$ cat src/include/clkgen_pkg.sv
`default_nettype none
package clkgen_pkg;
  // ----------------------------------------------------------------
  // Timing
  // ----------------------------------------------------------------
  localparam int CLK_KHZ = 20000;
  localparam int LOCK_TIME_US = 1000;
  localparam int LOCK_CYC = LOCK_TIME_US * CLK_KHZ / 1000;
  localparam int FREE_RUN_KHZ = 1250;
  localparam int FREE_HALF = CLK_KHZ / (2 * FREE_RUN_KHZ);
  localparam int MON_OVF = 16;
  localparam int MAX_HALF = 1023;
  localparam int HALF_TOL = 2;
  // ----------------------------------------------------------------
  // Modes and factors
  // ----------------------------------------------------------------
  localparam logic [2:0] MODE_PLL = 3'h0;
  localparam logic [2:0] MODE_PRESC = 3'h1;
  localparam logic [2:0] MODE_DIRECT = 3'h3;
  // Twice the factor: 0.5, 1, 3, 4, 5, 8, 10, 16
  localparam logic [7:0][5:0] FACT2 = {6'h20, 6'h14, 6'h10, 6'h0A,
                                       6'h08, 6'h06, 6'h02, 6'h01};
  // ----------------------------------------------------------------
  // Register map
  // ----------------------------------------------------------------
  localparam int AXI_AW = 8;
  localparam logic [7:0] OFS_CFG = 8'h00;
  localparam logic [7:0] OFS_STAT = 8'h04;
  localparam logic [7:0] OFS_IRQ_ST = 8'h08;
  localparam logic [7:0] OFS_IRQ_CLR = 8'h0C;
  localparam logic [7:0] OFS_IRQ_EN = 8'h10;
  localparam int CFG_MON_DIS = 0;
  localparam int CFG_FACT_LSB = 1;
  localparam int CFG_IDLE = 4;
  localparam int CFG_PD = 5;
  localparam int CFG_PSEL_LSB = 8;
  localparam int PSEL_W = 2;
  localparam logic [31:0] CFG_CTRL_MASK = 32'h0000003F;
  localparam logic [31:0] CFG_RESET = 32'h00000000;
  localparam int ST_LOCK = 0;
  localparam int ST_DISC = 1;
  localparam int ST_SWITCH = 2;
  localparam int ST_MODE_LSB = 3;
  localparam int ST_PLL_ON = 6;
  localparam int ST_IN_RST = 7;
  localparam int IRQ_UNLOCK = 0;
  localparam int IRQ_MON = 1;
  localparam int IRQ_W = 2;
  localparam logic [1:0] RESP_OKAY = 2'h0;
  localparam logic [1:0] RESP_SLVERR = 2'h2;
endpackage : clkgen_pkg
`default_nettype wire

$ cat src/rtl/pll_clock_generator_with_osc_monitor.sv
// Function
// PLL runs unless latched mode is direct drive or prescaler.
// Locked PLL clock is input clock times selected factor, half duty.
// Free-running PLL clock is available from power-on without input.
// PLL locks after stable in-range input for the lock time.
// Reset pin is held by the system until the PLL has locked.
// Unlocked at reset release: reference cut, CPU on free-running clock.
// Loss of lock raises the PLL unlock interrupt flag.
// On input failure the CPU keeps running from the basic frequency.
// Prescaler mode: CPU clock is the input clock divided by two.
// Direct mode: CPU clock follows input, oscillator amplifier bypassed.
// Prescaler and direct: PLL runs for the monitor unless disabled.
// Monitor enabled after each reset; software bit disables it.
// Monitor counts free-running clocks, cleared on each input edge.
// Overflow at sixteen: switch to PLL clock and flag interrupt.
// After switchover stay on PLL clock until hardware reset.
// Monitor disabled: CPU from oscillator input, PLL powered off.
// Idle stops CPU clock only; power-down stops both clocks.
// Each peripheral clock selects a binary division of CPU clock.
// Mode pins are latched at reset release and held till next reset.
//
// Added by the designer: the AXI4-Lite interface to the registers and the register addresses.
`timescale 1ns/100ps
`default_nettype none
module pll_clock_generator_with_osc_monitor #(
  parameter int NP = 4,
  parameter int LOCK_CYCLES = clkgen_pkg::LOCK_CYC,
  parameter int CNT_W = 10
) (
  // Clock and power-on reset
  input wire logic clk,
  input wire logic nrst,
  // Pins
  input wire logic crystal_input_pin,
  input wire logic reset_input_pin_n,
  input wire logic [2:0] mode_select_port_high,
  // AXI4-Lite write
  input wire logic [clkgen_pkg::AXI_AW-1:0] s_axi_awaddr,
  input wire logic s_axi_awvalid,
  output logic s_axi_awready,
  input wire logic [31:0] s_axi_wdata,
  input wire logic [3:0] s_axi_wstrb,
  input wire logic s_axi_wvalid,
  output logic s_axi_wready,
  output logic [1:0] s_axi_bresp,
  output logic s_axi_bvalid,
  input wire logic s_axi_bready,
  // AXI4-Lite read
  input wire logic [clkgen_pkg::AXI_AW-1:0] s_axi_araddr,
  input wire logic s_axi_arvalid,
  output logic s_axi_arready,
  output logic [31:0] s_axi_rdata,
  output logic [1:0] s_axi_rresp,
  output logic s_axi_rvalid,
  input wire logic s_axi_rready,
  // Clock outputs and status
  output logic cpu_clk,
  output logic [NP-1:0] periph_clk,
  output logic pll_power_on,
  output logic osc_amp_bypass,
  output logic irq
);
  // ----------------------------------------------------------------
  // Constants and state
  // ----------------------------------------------------------------
  localparam int LOCK_W = $clog2(LOCK_CYCLES + 1);
  localparam int NCO_W = CNT_W + 2;
  localparam int FD_W = $clog2(clkgen_pkg::FREE_HALF) + 1;
  localparam int MW = $clog2(clkgen_pkg::MON_OVF + 1);
  localparam int PD_W = (1 << clkgen_pkg::PSEL_W) - 1;
  localparam int IW = clkgen_pkg::IRQ_W;
  localparam logic [LOCK_W-1:0] LOCK_TOP = LOCK_W'(LOCK_CYCLES);
  localparam logic [FD_W-1:0] FD_TOP = FD_W'(clkgen_pkg::FREE_HALF - 1);
  localparam logic [MW-1:0] MON_TOP = MW'(clkgen_pkg::MON_OVF);
  localparam logic [MW-1:0] MON_LAST = MW'(clkgen_pkg::MON_OVF - 1);
  localparam logic [CNT_W-1:0] HALF_MAX = CNT_W'(clkgen_pkg::MAX_HALF);
  localparam logic [CNT_W-1:0] TOL = CNT_W'(clkgen_pkg::HALF_TOL);
  localparam logic [31:0] PSEL_MASK =
    ((32'h1 << (clkgen_pkg::PSEL_W * NP)) - 32'h1) << clkgen_pkg::CFG_PSEL_LSB;
  localparam logic [31:0] CFG_MASK = clkgen_pkg::CFG_CTRL_MASK | PSEL_MASK;

  typedef struct packed {
    logic [1:0] xtal_s;
    logic xtal_prev;
    logic [1:0] rst_s;
    logic rst_prev;
    logic [5:0] mode_s;
    logic [2:0] mode;
    logic [CNT_W-1:0] half_cnt;
    logic [CNT_W-1:0] meas;
    logic [LOCK_W-1:0] stab;
    logic locked;
    logic disconn;
    logic switched;
    logic [FD_W-1:0] free_div;
    logic free_clk;
    logic [MW-1:0] mon;
    logic [NCO_W-1:0] acc;
    logic nco_clk;
    logic presc_clk;
    logic src;
    logic [PD_W-1:0] pdiv;
    logic cpu_clk;
    logic [NP-1:0] periph_clk;
    logic pll_on;
    logic bypass;
    logic [31:0] cfg;
    logic [IW-1:0] irq_st;
    logic [IW-1:0] irq_en;
    logic irq;
    logic aw_have;
    logic [clkgen_pkg::AXI_AW-1:0] awaddr;
    logic w_have;
    logic [31:0] wdata;
    logic [3:0] wstrb;
    logic awready;
    logic wready;
    logic bvalid;
    logic [1:0] bresp;
    logic arready;
    logic rvalid;
    logic [31:0] rdata;
    logic [1:0] rresp;
  } state_t;

  state_t q;
  state_t n;
  logic in_rst, release_ev, xedge, xrise, free_tick, mon_en, pll_mode;
  logic good, unlock_ev, mon_ev, do_wr;
  logic [CNT_W-1:0] diff;
  logic [NCO_W-1:0] acc_sum, thr;
  logic [31:0] wm, rd;
  logic [IW-1:0] clr, ev;
  logic [clkgen_pkg::PSEL_W-1:0] sel;
  logic [5:0] wofs, rofs;

  // ----------------------------------------------------------------
  // Next state
  // ----------------------------------------------------------------
  always_comb begin
    n = q;
    good = 1'b0;
    free_tick = 1'b0;
    unlock_ev = 1'b0;
    mon_ev = 1'b0;
    clr = '0;
    ev = '0;
    sel = '0;
    rd = '0;
    diff = '0;
    acc_sum = '0;
    thr = '0;
    // Synchronisers
    n.xtal_s = {q.xtal_s[0], crystal_input_pin};
    n.xtal_prev = q.xtal_s[1];
    n.rst_s = {q.rst_s[0], reset_input_pin_n};
    n.rst_prev = q.rst_s[1];
    n.mode_s = {q.mode_s[2:0], mode_select_port_high};
    in_rst = !q.rst_s[1];
    release_ev = q.rst_s[1] && !q.rst_prev;
    xedge = q.xtal_s[1] ^ q.xtal_prev;
    xrise = q.xtal_s[1] && !q.xtal_prev;
    // Mode latch
    if (in_rst || release_ev) begin
      n.mode = q.mode_s[5:3];
    end
    pll_mode = (q.mode != clkgen_pkg::MODE_PRESC) &&
               (q.mode != clkgen_pkg::MODE_DIRECT);
    mon_en = !pll_mode && !q.cfg[clkgen_pkg::CFG_MON_DIS];
    n.pll_on = pll_mode || !q.cfg[clkgen_pkg::CFG_MON_DIS];
    n.bypass = (q.mode == clkgen_pkg::MODE_DIRECT);
    // Free-running oscillator
    if (!q.pll_on) begin
      n.free_div = '0;
      n.free_clk = 1'b0;
    end else if (q.free_div == FD_TOP) begin
      n.free_div = '0;
      n.free_clk = !q.free_clk;
      free_tick = !q.free_clk;
    end else begin
      n.free_div = q.free_div + FD_W'(1);
    end
    // Input period measurement and lock, also active under reset
    n.half_cnt = (q.half_cnt == HALF_MAX) ? q.half_cnt :
                 q.half_cnt + CNT_W'(1);
    if (xedge) begin
      n.half_cnt = '0;
      n.meas = q.half_cnt;
      diff = (q.half_cnt >= q.meas) ? q.half_cnt - q.meas :
             q.meas - q.half_cnt;
      good = (diff <= TOL);
    end
    if (!pll_mode || q.disconn || (xedge && !good) ||
        q.half_cnt == HALF_MAX) begin
      n.stab = '0;
    end else if (q.stab != LOCK_TOP) begin
      n.stab = q.stab + LOCK_W'(1);
    end
    n.locked = (n.stab == LOCK_TOP);
    if (in_rst) begin
      n.disconn = 1'b0;
    end else if (release_ev && pll_mode && !q.locked) begin
      n.disconn = 1'b1;
    end
    unlock_ev = (q.locked && !n.locked) || (n.disconn && !q.disconn);
    // Multiplier
    if (!q.locked) begin
      n.acc = '0;
      n.nco_clk = 1'b0;
    end else begin
      acc_sum = q.acc + NCO_W'(clkgen_pkg::FACT2[
        q.cfg[clkgen_pkg::CFG_FACT_LSB +: 3]]);
      thr = {1'b0, q.meas, 1'b0} + NCO_W'(2);
      if (acc_sum >= thr) begin
        n.acc = acc_sum - thr;
        n.nco_clk = !q.nco_clk;
      end else begin
        n.acc = acc_sum;
      end
    end
    // Prescaler
    if (xrise) begin
      n.presc_clk = !q.presc_clk;
    end
    // Oscillator monitor
    if (!mon_en || xedge || q.switched) begin
      n.mon = '0;
    end else if (free_tick && q.mon != MON_TOP) begin
      n.mon = q.mon + MW'(1);
    end
    if (in_rst) begin
      n.switched = 1'b0;
    end else if (n.mon == MON_TOP) begin
      n.switched = 1'b1;
      mon_ev = !q.switched;
    end
    // Clock source selection
    if (q.switched) begin
      n.src = q.free_clk;
    end else if (q.mode == clkgen_pkg::MODE_DIRECT) begin
      n.src = q.xtal_s[1];
    end else if (q.mode == clkgen_pkg::MODE_PRESC) begin
      n.src = q.presc_clk;
    end else begin
      n.src = q.locked ? q.nco_clk : q.free_clk;
    end
    if (n.src && !q.src) begin
      n.pdiv = q.pdiv + PD_W'(1);
    end
    n.cpu_clk = n.src && !q.cfg[clkgen_pkg::CFG_IDLE] &&
                !q.cfg[clkgen_pkg::CFG_PD];
    for (int k = 0; k < NP; k++) begin
      sel = q.cfg[clkgen_pkg::CFG_PSEL_LSB + clkgen_pkg::PSEL_W * k +:
                  clkgen_pkg::PSEL_W];
      if (q.cfg[clkgen_pkg::CFG_PD]) begin
        n.periph_clk[k] = 1'b0;
      end else if (sel == '0) begin
        n.periph_clk[k] = n.src;
      end else begin
        n.periph_clk[k] = n.pdiv[sel - clkgen_pkg::PSEL_W'(1)];
      end
    end
    // AXI write channels
    if (s_axi_awvalid && q.awready) begin
      n.aw_have = 1'b1;
      n.awaddr = s_axi_awaddr;
    end
    if (s_axi_wvalid && q.wready) begin
      n.w_have = 1'b1;
      n.wdata = s_axi_wdata;
      n.wstrb = s_axi_wstrb;
    end
    if (q.bvalid && s_axi_bready) begin
      n.bvalid = 1'b0;
    end
    do_wr = q.aw_have && q.w_have && !q.bvalid;
    wm = {{8{q.wstrb[3]}}, {8{q.wstrb[2]}}, {8{q.wstrb[1]}},
          {8{q.wstrb[0]}}};
    wofs = q.awaddr[7:2];
    if (do_wr) begin
      n.aw_have = 1'b0;
      n.w_have = 1'b0;
      n.bvalid = 1'b1;
      n.bresp = clkgen_pkg::RESP_OKAY;
      if (wofs == clkgen_pkg::OFS_CFG[7:2]) begin
        n.cfg = (q.cfg & ~(wm & CFG_MASK)) | (q.wdata & wm & CFG_MASK);
      end else if (wofs == clkgen_pkg::OFS_IRQ_CLR[7:2]) begin
        clr = q.wdata[IW-1:0] & wm[IW-1:0];
      end else if (wofs == clkgen_pkg::OFS_IRQ_EN[7:2]) begin
        n.irq_en = (q.irq_en & ~wm[IW-1:0]) | (q.wdata[IW-1:0] & wm[IW-1:0]);
      end else begin
        n.bresp = clkgen_pkg::RESP_SLVERR;
      end
    end
    n.awready = !n.aw_have && !n.bvalid;
    n.wready = !n.w_have && !n.bvalid;
    // Interrupts, set wins over clear
    ev[clkgen_pkg::IRQ_UNLOCK] = unlock_ev;
    ev[clkgen_pkg::IRQ_MON] = mon_ev;
    n.irq_st = (q.irq_st & ~clr) | ev;
    if (in_rst) begin
      n.cfg = clkgen_pkg::CFG_RESET;
      n.irq_en = '0;
      n.irq_st = ev;
    end
    n.irq = |(n.irq_st & n.irq_en);
    // AXI read channels
    rofs = s_axi_araddr[7:2];
    rd[clkgen_pkg::ST_LOCK] = q.locked;
    rd[clkgen_pkg::ST_DISC] = q.disconn;
    rd[clkgen_pkg::ST_SWITCH] = q.switched;
    rd[clkgen_pkg::ST_MODE_LSB +: 3] = q.mode;
    rd[clkgen_pkg::ST_PLL_ON] = q.pll_on;
    rd[clkgen_pkg::ST_IN_RST] = in_rst;
    if (q.rvalid && s_axi_rready) begin
      n.rvalid = 1'b0;
      n.arready = 1'b1;
    end
    if (s_axi_arvalid && q.arready) begin
      n.arready = 1'b0;
      n.rvalid = 1'b1;
      n.rresp = clkgen_pkg::RESP_OKAY;
      if (rofs == clkgen_pkg::OFS_CFG[7:2]) begin
        n.rdata = q.cfg;
      end else if (rofs == clkgen_pkg::OFS_STAT[7:2]) begin
        n.rdata = rd;
      end else if (rofs == clkgen_pkg::OFS_IRQ_ST[7:2]) begin
        n.rdata = 32'(q.irq_st);
      end else if (rofs == clkgen_pkg::OFS_IRQ_CLR[7:2]) begin
        n.rdata = '0;
      end else if (rofs == clkgen_pkg::OFS_IRQ_EN[7:2]) begin
        n.rdata = 32'(q.irq_en);
      end else begin
        n.rdata = '0;
        n.rresp = clkgen_pkg::RESP_SLVERR;
      end
    end
  end

  // ----------------------------------------------------------------
  // State register
  // ----------------------------------------------------------------
  always_ff @(posedge clk or negedge nrst) begin
    if (!nrst) begin
      q <= '0;
      q.awready <= 1'b1;
      q.wready <= 1'b1;
      q.arready <= 1'b1;
    end else begin
      q <= n;
    end
  end

  assign s_axi_awready = q.awready;
  assign s_axi_wready = q.wready;
  assign s_axi_bvalid = q.bvalid;
  assign s_axi_bresp = q.bresp;
  assign s_axi_arready = q.arready;
  assign s_axi_rvalid = q.rvalid;
  assign s_axi_rdata = q.rdata;
  assign s_axi_rresp = q.rresp;
  assign cpu_clk = q.cpu_clk;
  assign periph_clk = q.periph_clk;
  assign pll_power_on = q.pll_on;
  assign osc_amp_bypass = q.bypass;
  assign irq = q.irq;
endmodule : pll_clock_generator_with_osc_monitor
`default_nettype wire

$ cat config.mk
export PLATFORM = sky130hd
export DESIGN_NAME = pll_clock_generator_with_osc_monitor
export DESIGN_NICKNAME = d
export VERILOG_FILES = /design/src/include/clkgen_pkg.sv /design/src/rtl/pll_clock_generator_with_osc_monitor.sv
export SDC_FILE = /design/constraint.sdc
export NUM_CORES = 1
export LEC_CHECK = 0
export ABC_AREA = 1
export BUFFER_PORTS_ARGS = -buffer_cell sky130_fd_sc_hd__buf_2
export CORE_MARGIN = 2
export CORE_UTILIZATION = 44
export CTS_BUF_LIST = sky130_fd_sc_hd__clkbuf_2 sky130_fd_sc_hd__clkbuf_4 sky130_fd_sc_hd__clkbuf_8
export CTS_CLUSTER_DIAMETER = 100
export DETAILED_ROUTE_END_ITERATION = 6
export SYNTH_ARGS = -nofsm -noshare
export SYNTH_HDL_FRONTEND = slang
export SYNTH_SLANG_ARGS = --single-unit
$ cat constraint.sdc
create_clock -name clk -period 5.8 [get_ports clk]
set_input_delay 0.87 -clock clk [delete_from_list [all_inputs] [get_ports clk]]
set_output_delay 0.87 -clock clk [all_outputs]
set_load 0.1 [all_outputs]
==> results of run 1 <==
-- routing by layer --
layer	vias up	GRT usage (%)
li1	3661	-
met1	3238	27.2
met2	108	29.2
met3	15	3.76
met4	0	4.04
met5	-	0
-- cell usage after synthesis, drive strengths merged, types with 12 or more instances --
master	number
nand2	268
inv	164
dfrtp	151
nor2	87
o21ai	79
a21oi	56
nand3	53
ha	52
buf	46
xor2	31
nor3	30
a22oi	12
xnor2	12
-- flip-flops by register name, summed over array words and instances, names as in the netlist, 4 cells and up --
name	flops
periph_clk	4
n	7
q	116
s_axi_rdata	16
-- critical path, stage by stage, from the launching register on --
cell and delay [ps]:
dfrtp_1 440, inv_1 110, ha_1 310, nor2_1 40
nor2_1 160, inv_1 80, fa_1 430, o21ai_1 220
a21o_1 150, a21oi_1 80, nor3_1 290, xor2_1 220
inv_1 70, ha_1 330, nand2_1 80, o21ai_1 200
o21ai_0 110, nand2_1 70, a21o_1 290, nand2_2 210
o21ai_0 270
-- per-stage QoR --
step | util (%) | std cells | setup slack, ps | hold slack, ps
after floorplan | - | 1138 | 2260 | 331
after global placement | 46.8 | 1423 | 1650 | 334
after detailed placement | 46.8 | 1423 | 1600 | 335
after CTS | 48.8 | 1454 | 1550 | 356
after global routing | 48.8 | 1454 | 1140 | 362
final | 48.8 | 1454 | 1520 | 356
-- final timing paths --
| check | endpoint | slack, ps | cells after the start |
|---|---|---|---|
| hold / removal | q[203] | 360 | 0 |
| hold reg to reg | q[203] | 360 | 0 |
| setup / recovery | q[140] | 1520 | 20 |
| min in group asynchronous | s_axi_rdata[13] | 500 | 1 |
| setup reg to reg | q[140] | 1520 | 20 |
| max in group asynchronous | pll_power_on | 3960 | 2 |
-- cells by family (layout without fill, tap and decap cells) --
kind of cell	count (synthesis)	in the layout	share of synthesized area, %
adder cells (fa/ha/maj)	56	56	8.09
other	1	18	0.0415
XOR/XNOR	43	43	4.17
flip-flops	154	154	42.7
multiplexers	2	2	0.235
buffers and inverters	222	268	11.0
AO/OA/AOI/OAI	183	183	11.6
AND/OR/NAND/NOR	460	460	22.2
-- where the power goes --
part / internal, mW / leakage (nW) / switching, mW / total [mW]
clock network: 0.404 / 0.197 / 0.442 / 0.845
logic: 0.557 / 2.88 / 1.26 / 1.82
registers: 1.30 / 2.00 / 0.157 / 1.46
-- area by class of cell --
class	instances	area, sq um
Clock inverter	13	158
Fill cell	2015	10300
Timing Repair Buffer	72	372
Clock buffer	18	248
Sequential cell	154	3860
Multi-Input combinational cell	762	4240
Tap cell	270	338
Inverter	165	619
==> results.json, run 1 <==
{
  "status": "finished clean",
  "grt_pass1_wl_microns": 32900,
  "syn_to_final_growth_pct": 8.88,
  "portBuffers": 70,
  "hp-start": "n[203]",
  "die_h_microns": 147,
  "final_common_cell": "nand2_1",
  "async_flop_share_pct": 100,
  "post-route-min-period_ps": 4280,
  "critPathLaunch": "q[93]",
  "cts.sinks": 154,
  "finalSetupViolCount": 0,
  "clockBufferDepth": 2,
  "synth_top_area_share_pct": 41.8,
  "hold_viol": 0,
  "p_leak_nw": 5.08,
  "slew_headroom_pct": 40.4,
  "critPathLaunchType": "register",
  "critPathCaptureType": "register",
  "wl_met3_microns": 733,
  "tightest_slew_ps": 894,
  "stdcell_area_sq_mm": 0.00984,
  "grt_pass1_vias": 6684,
  "clock_latency_ps": 460,
  "grt_setup_unrepaired": "no",
  "grtUsageTotal_pct": 18.7,
  "place_hpwl_microns": 14800,
  "core_sq_mm": 0.0202,
  "clk_pin_slew_ps": 90,
  "synth_edf_count": 0,
  "m1WireLength_microns": 9930,
  "netlist_top_cells_area": "dfrtp_1 (42%), nand2_1 (11%), ha_1 (7.2%), inv_1 (6.6%), o21ai_0 (3.9%)",
  "p_total_mw": 4.13,
  "final_cell_mix": "nand2_1 (260), inv_1 (159), dfrtp_1 (151), nor2_1 (78), o21ai_0 (71)",
  "gp_congestion": 0.866,
  "fmax_ghz": 0.234,
  "route.vias.total": 7022,
  "synth_cells": 1121,
  "cts_root_buf": "clkbuf_8",
  "synth-seq-cells": 154,
  "die-area_sq_mm": 0.0217,
  "yosysTopAreaCell": "dfrtp_1",
  "r2r-start": "q[93]",
  "antenna_left": 0,
  "n_antenna_cell": 0,
  "cts_tree": "yes",
  "synth_cell_type_count": 50,
  "syn-mean-instance-area_sq_um": 8.06,
  "grt_remaining_overflow": 0,
  "drt_first_iter_violations": 359,
  "slew_viol_final": 0,
  "drv_cap": 0,
  "arrival_ps": 4630,
  "required_ps": 6150,
  "initial_core_util_pct": 44.8,
  "synthFlopType": "dfrtp_1",
  "antenna_found_initial": 0,
  "drive_above_1_share_pct": 12.2,
  "die_x_microns": 147,
  "final_nets": 1292,
  "via_per_inst": 4.83,
  "cts_buffers": 17,
  "drc": 0,
  "critPathKind": "reg2reg",
  "period_share_pct": 73.8,
  "wl_met2_microns": 8790,
  "fin_setup_tns_ps": 0,
  "wl_per_cell_microns": 13.5,
  "place_area_sq_mm": 0.00943,
  "drt-total-wl_microns": 19600,
  "yosys_warnings": 0,
  "hp-class": "reg2reg",
  "powerDensity_mw_per_mm2": 420,
  "ctsResizeCount": 0,
  "num_rows": 52,
  "dr.pass1.iters": 4,
  "hold_buffers": 0,
  "cp_max_fo": 10,
  "top_layer_used": "met4",
  "pin_count": 113,
  "postCtsSetupBuffers": 0,
  "skew_ps": 19.5,
  "ir_worst_vdd_mv": 0.309,
  "grt_max_degree": 94,
  "cts_htree_levels": 4,
  "synth-seq-area-share_pct": 42.7,
  "synth.cell_area_sq_mm": 0.00903
}
Power figures use the tool's default switching activity.
==> run 2: changes to the inputs <==
--- a/config.mk
+++ b/config.mk
@@ -5,13 +5,14 @@
 export SDC_FILE = /design/constraint.sdc
 export NUM_CORES = 1
 export LEC_CHECK = 0
-export ABC_AREA = 1
+export ABC_AREA = 0
 export BUFFER_PORTS_ARGS = -buffer_cell sky130_fd_sc_hd__buf_2
 export CORE_MARGIN = 2
 export CORE_UTILIZATION = 44
 export CTS_BUF_LIST = sky130_fd_sc_hd__clkbuf_2 sky130_fd_sc_hd__clkbuf_4 sky130_fd_sc_hd__clkbuf_8
 export CTS_CLUSTER_DIAMETER = 100
 export DETAILED_ROUTE_END_ITERATION = 6
+export PLACE_DENSITY = 0.66
 export SYNTH_ARGS = -nofsm -noshare
 export SYNTH_HDL_FRONTEND = slang
 export SYNTH_SLANG_ARGS = --single-unit
==> constraint.sdc (replaced) <==
create_clock -name clk -period 3.5 [get_ports clk]
set_input_delay 0.525 -clock clk [delete_from_list [all_inputs] [get_ports clk]]
set_output_delay 0.525 -clock clk [all_outputs]
set_load 0.1 [all_outputs]
==> run 2 against run 1 <==
The flow now finishes with violations (negative setup slack). Via count decreased by 7.5%. Critical path depth unchanged. Maximum frequency increased by 9.8%. Register-to-register slack got worse by 1900 ps. Clock power increased by 55%. Die area decreased by 1.4%. Worst setup slack got worse by 1900 ps. Non-clock buffer count increased by 47. Routed wire length decreased by 7.9%. Synthesized cell count decreased by 19%. Sequential share of layout area decreased by 1.5 points. Largest cell class unchanged.
==> results.json, run 2 <==
{
  "status": "finished, violations left",
  "violations": "negative setup slack",
  "dr.pass1.iters": 5,
  "p_total_mw": 5.35,
  "portBuffers": 70,
  "critPathLaunchType": "register",
  "grt_max_degree": 111,
  "cts_root_buf": "clkbuf_8",
  "wl_per_cell_microns": 14.1,
  "finalSetupViolCount": 12,
  "clockBufferDepth": 2,
  "hp-start": "mode_select_port_high[2]",
  "initial_core_util_pct": 44.4,
  "hold_slack_ps": 181,
  "intPower_mw": 3.30,
  "grt_remaining_overflow": 0,
  "synth_top_area_share_pct": 42.5,
  "reg2reg_depth": 20,
  "synth_cell_type_count": 64,
  "p_leak_nw": 4.83,
  "drt-total-wl_microns": 18100,
  "skew_ps": 15.7,
  "synth_cells": 906,
  "largest_reg_flops": 116,
  "synth-seq-area-share_pct": 43.3,
  "syn-mean-instance-area_sq_um": 9.82,
  "fmax_ghz": 0.257,
  "clock_latency_ps": 450,
  "hold_viol": 0,
  "cts.sinks": 154,
  "final_cells": 1282,
  "route.vias.total": 6496,
  "pin_count": 113,
  "postLayoutCoreUtil_pct": 51.0,
  "seqPwrFrac_pct": 42.3,
  "num_rows": 52,
  "drv_cap": 0,
  "r2r_end": "q[146]",
  "clock_power_share_pct": 24.5,
  "netlist_top_cells_area": "dfrtp_1 (42%), ha_1 (7.3%), mux2i_1 (4.0%), xnor2_1 (4.0%), mux2_2 (3.8%)",
  "synth-seq-cells": 154,
  "synth_edf_count": 0,
  "holdPathStages": 1,
  "hp-class": "in2reg",
  "final_nets": 1119,
  "clk_pin_slew_ps": 90,
  "drive_above_1_share_pct": 21.1,
  "arrival_ps": 4210,
  "final_common_cell": "dfrtp_1",
  "pwr-share-comb_pct": 33.2,
  "antenna_left": 0,
  "cts_htree_levels": 4,
  "grt_pass1_vias": 6285,
  "n_antenna_cell": 0,
  "synth_commonest_cells": "dfrtp_1 (151), nor2_1 (73), nand2_1 (72), inv_1 (60), ha_1 (52)",
  "tightest_slew_ps": 986,
  "critPathCaptureType": "register",
  "cts_buffers": 17,
  "core_sq_mm": 0.0200,
  "required_ps": 3820,
  "final_cell_mix": "dfrtp_1 (151), nor2_1 (73), nand2_1 (72), buf_2 (69), inv_1 (58)",
  "synth_most_common_cell": "dfrtp_1",
  "cts_tree": "yes",
  "r2r-start": "q[93]",
  "place_hpwl_microns": 13400,
  "die_x_microns": 146,
  "grtUsageTotal_pct": 17.5,
  "grt_pass1_wl_microns": 30600,
  "async_flop_share_pct": 100,
  "cp_max_fo": 6,
  "die-area_sq_mm": 0.0214,
  "gp_congestion": 0.878,
  "drc": 0,
  "grt_setup_unrepaired": "yes",
  "power_switching_mw": 2.05,
  "top_register": "q",
  "post-route-min-period_ps": 3900,
  "via_per_inst": 5.07,
  "sw_frac_of_total_pct": 38.3,
  "slew_headroom_pct": 34.3,
  "drt_first_iter_violations": 402,
  "setup_slack_ps": -397,
  "antenna_found_initial": 0,
  "whs_endpoint": "n[205]",
  "yosys_warnings": 0,
  "powerDensity_mw_per_mm2": 524,
  "synthFlopType": "dfrtp_1",
  "syn_to_final_growth_pct": 14.8,
  "yosysTopAreaCell": "dfrtp_1",
  "dp.cells": 1243,
  "synth.cell_area_sq_mm": 0.00890,
  "slew_viol_final": 0,
  "period_share_pct": 111,
  "ir_worst_vdd_mv": 0.211,
  "die_h_microns": 146,
  "reg2reg_setup_slack_ps": -400,
  "critPathKind": "reg2reg"
}
run 2: cell count changes after synthesis, moves of 10 or more:
cell      previous run  this run
inv_1              159        60
nand2_1            260        72
xnor2_1             12        41
a21oi_1             56        29
nand2b_1             0        10
nor2b_1              0        30
o21ai_0             71        50
nand3_1             50        16
xor2_1              31        18
and2_1               0        11
mux2i_1              1        36
mux2_2               1        30
run 2: critical path: stages, from the launching register on:
cell and delay (ps):
dfrtp_1 370, inv_2 60, ha_4 260, inv_2 30
o21ai_2 120, ha_1 240, a21o_1 170, a21oi_2 150
nand2b_4 160, a21boi_4 60, o211ai_1 240, xnor2_2 170
ha_1 280, or2_4 240, o31a_1 130, o41ai_4 70
o21ai_2 120, o41ai_4 420, clkbuf_16 250, mux2i_1 180
nor2_1 50
run 2: metrics by stage:
stage          setup slack (ps)  setup TNS (ps)  area (sq um)
6_report                   -397           -4220         10200
4_1_cts                    -322           -3770         10100
3_5_place_dp               -440           -4700          9660
2_1_floorplan              -276           -2670          9020
5_1_grt                    -610           -6980         10200
3_3_place_gp               -357           -3840          9660
run 2: cell families after synthesis:
kind of cell | count (synthesis) | synth area share [%]
muxes | 66 | 7.84
adders and majority gates | 56 | 8.21
and+or+nand+nor | 292 | 16.5
buffers and inverters | 122 | 6.87
other | 1 | 0.0421
AOI/OAI and AO/OA | 156 | 11.4
DFF | 154 | 43.3
xor gates and xnor gates | 59 | 5.81
run 2: metal layers:
metal  part of all wire [%]  global-route usage [%]  wire (microns)  vias up
li1                       -                       -               -     3264
met4                    1.7                    5.19             299        0
met1                     48                    24.4            8740     3124
met3                    2.8                    2.81             510       19
met5                      0                       0               0        -
met2                     47                    28.2            8540       89
run 2: worst max-delay path by stage:
stage / start / end
detailed placement: q[93] / q[148]
floorplan: q[94] / q[141]
CTS: q[93] / q[142]
global placement: q[93] / q[148]
global route: q[94] / q[148]
finish: q[93] / q[146]
run 2: power groups by stage:
| stage | Combinational, mW | Sequential, mW | Clock, mW |
|---|---|---|---|
| floorplan | 1.27 | 2.44 | 0 |
| global placement | 1.73 | 2.29 | 0 |
| detailed placement | 1.76 | 2.30 | 0 |
| CTS | 1.76 | 2.27 | 1.34 |
| global route | 1.93 | 2.31 | 1.43 |
| finish | 1.78 | 2.27 | 1.31 |
run 2: repair_timing:
action,4_1_cts,5_1_grt
buffers inserted,1,5
endpoints found under the setup margin,12,13
hold buffers,0,0
gates resized for setup,13,10
cloned,0,1
pin swaps,13,9
run 2: area by class of cell:
cell class | instances | area (sq um)
Clock buffer | 18 | 241
Clock inverter | 14 | 139
Fill cell | 1900 | 9820
Inverter | 60 | 225
Multi-Input combinational cell | 647 | 4650
Sequential cell | 154 | 3860
Tap cell | 270 | 338
Timing Repair Buffer | 119 | 767
==> run 3: changes to the inputs <==
--- a/config.mk
+++ b/config.mk
@@ -8,11 +8,10 @@
 export ABC_AREA = 0
 export BUFFER_PORTS_ARGS = -buffer_cell sky130_fd_sc_hd__buf_2
 export CORE_MARGIN = 2
-export CORE_UTILIZATION = 44
+export CORE_UTILIZATION = 40
 export CTS_BUF_LIST = sky130_fd_sc_hd__clkbuf_2 sky130_fd_sc_hd__clkbuf_4 sky130_fd_sc_hd__clkbuf_8
 export CTS_CLUSTER_DIAMETER = 100
 export DETAILED_ROUTE_END_ITERATION = 6
-export PLACE_DENSITY = 0.66
 export SYNTH_ARGS = -nofsm -noshare
 export SYNTH_HDL_FRONTEND = slang
 export SYNTH_SLANG_ARGS = --single-unit
==> run 3 against run 2 <==
The flow still finishes with violations (negative setup slack). Hold slack worse by 140 ps. Sequential power about the same. Critical path depth down 1. Clock-buffer cell count unchanged. First-iteration DRC count down 31%. Non-clock buffer count up 2. Total power up 1.9%. Largest cell class unchanged.
==> results.json, run 3 (same netlist as run 2, synthesis figures left out) <==
{
  "grt_max_degree": 66,
  "critPathLaunchType": "register",
  "drv_cap": 0,
  "grtUsageTotal_pct": 16.3,
  "grt_pass1_vias": 6392,
  "antenna_found_initial": 1,
  "final_nets": 1121,
  "die_h_microns": 153,
  "final_common_cell": "dfrtp_1",
  "syn_to_final_growth_pct": 15.9,
  "grt_remaining_overflow": 0,
  "cp_max_fo": 3,
  "grt_pass1_wl_microns": 31300,
  "final_cell_mix": "dfrtp_1 (151), nor2_1 (73), nand2_1 (71), buf_2 (69), inv_1 (57)",
  "portBuffers": 70,
  "fmax_ghz": 0.261,
  "critPathKind": "reg2reg",
  "pin_count": 113,
  "clockBufferDepth": 2,
  "postLayoutCoreUtil_pct": 47.3,
  "clock_latency_ps": 460,
  "dp.cells": 1256,
  "p_total_mw": 5.45,
  "tightest_slew_ps": 800,
  "drt-total-wl_microns": 18300,
  "worstPathCellList": "inv_2, ha_4, inv_2, o21ai_2, ha_1, a21o_1, a21oi_2, nand2b_4, a21boi_4, o211ai_1, xnor2_1, ha_1, or2_4, a21o_1, o211a_1, o21a_1, o21a_1, or3_4, a21oi_2",
  "powerDensity_mw_per_mm2": 529,
  "largest_reg_flops": 116,
  "regArea_sq_mm": 0.00386,
  "antenna_left": 0,
  "num_rows": 54,
  "place_area_sq_mm": 0.00969,
  "finalSetupViolCount": 12,
  "gp_congestion": 0.833,
  "cts_htree_levels": 4,
  "period_share_pct": 109,
  "fin_setup_tns_ps": -3140,
  "post-place-ws_ps": -456,
  "required_ps": 3880,
  "final_cells": 1295,
  "slew_viol_final": 0,
  "die-area_sq_mm": 0.0235,
  "ir_worst_vdd_mv": 0.236,
  "place_hpwl_microns": 13600,
  "arrival_ps": 4210,
  "setup_slack_ps": -325,
  "slowest_delay_ps": 360,
  "violations": "negative setup slack",
  "drt_first_iter_violations": 278,
  "multi_input_area_sq_mm": 0.00469,
  "cts_root_buf": "clkbuf_8",
  "core_sq_mm": 0.0218,
  "grt_setup_unrepaired": "yes",
  "hp-class": "in2async",
  "p_leak_nw": 4.83,
  "skew_ps": 14.8,
  "clk_pin_slew_ps": 90,
  "hold_buffers": 0,
  "cp_slowest_cell": "dfrtp_1",
  "cts_tree": "yes",
  "via_per_inst": 5.01,
  "cts.sinks": 154,
  "dr.pass1.iters": 5,
  "top_register": "q",
  "cts_buffers": 17,
  "drc": 0,
  "post-route-min-period_ps": 3820,
  "drive_above_1_share_pct": 22.3,
  "die_x_microns": 153,
  "hold_viol": 0,
  "slew_headroom_pct": 46.2,
  "status": "finished, violations left",
  "n_fill_cell": 2055,
  "initial_core_util_pct": 40.8,
  "stdcell_area_sq_mm": 0.0103,
  "route.vias.total": 6485,
  "wl_per_cell_microns": 14.2,
  "hold_slack_ps": 41.7,
  "critPathCaptureType": "register"
}
run 3: path summary, 6_finish.rpt:
kind / start / to / slack [ps] / depth (start not counted)
worst max-delay path: q[93] / q[148] / -320 / 19
worst min-delay path: nrst / q[157] / 40 / 1
worst max register to register: q[93] / q[148] / -320 / 19
worst min register to register: n[205] / q[205] / 360 / 0
max in group asynchronous: nrst / s_axi_arready / 2630 / 2
min in group clk: mode_select_port_high[2] / n[205] / 170 / 1
run 3: worst max-delay path: cells and delay by family (launching register included):
| family | cells | cell delay [ps] |
|---|---|---|
| AOI/OAI and AO/OA | 10 | 1540 |
| xor gates and xnor gates | 1 | 190 |
| adders and majority gates | 3 | 820 |
| buffers and inverters | 2 | 90 |
| DFF | 1 | 360 |
| and+or+nand+nor | 3 | 750 |
run 3: final cells by class:
cell class,count,area share [%]
Clock inverter,14,1.72
Sequential cell,154,37.4
Antenna cell,1,0.0243
Multi-Input combinational cell,647,45.5
Inverter,60,2.18
Tap cell,280,3.40
Clock buffer,18,2.40
Timing Repair Buffer,121,7.41
run 3: timing repair:
item | in CTS | in global routing
gates resized for setup | 14 | 17
setup endpoints to repair | 12 | 12
setup buffers | 3 | 3
pin swaps | 11 | 13
run 3: metal layers:
layer	vias up	GRT usage, %	wire length (microns)
met1	3076	22.6	8770
met3	28	2.86	493
met2	100	25.7	8660
met5	-	0	0
li1	3281	-	-
met4	0	5.69	408
run 3: where the power goes:
group,switching (mW),internal (mW),leakage (nW),total (mW)
registers,0.192,2.07,2.01,2.26
logic,1.14,0.623,2.61,1.76
clock network,0.746,0.685,0.210,1.43
total,2.08,3.38,4.83,5.45
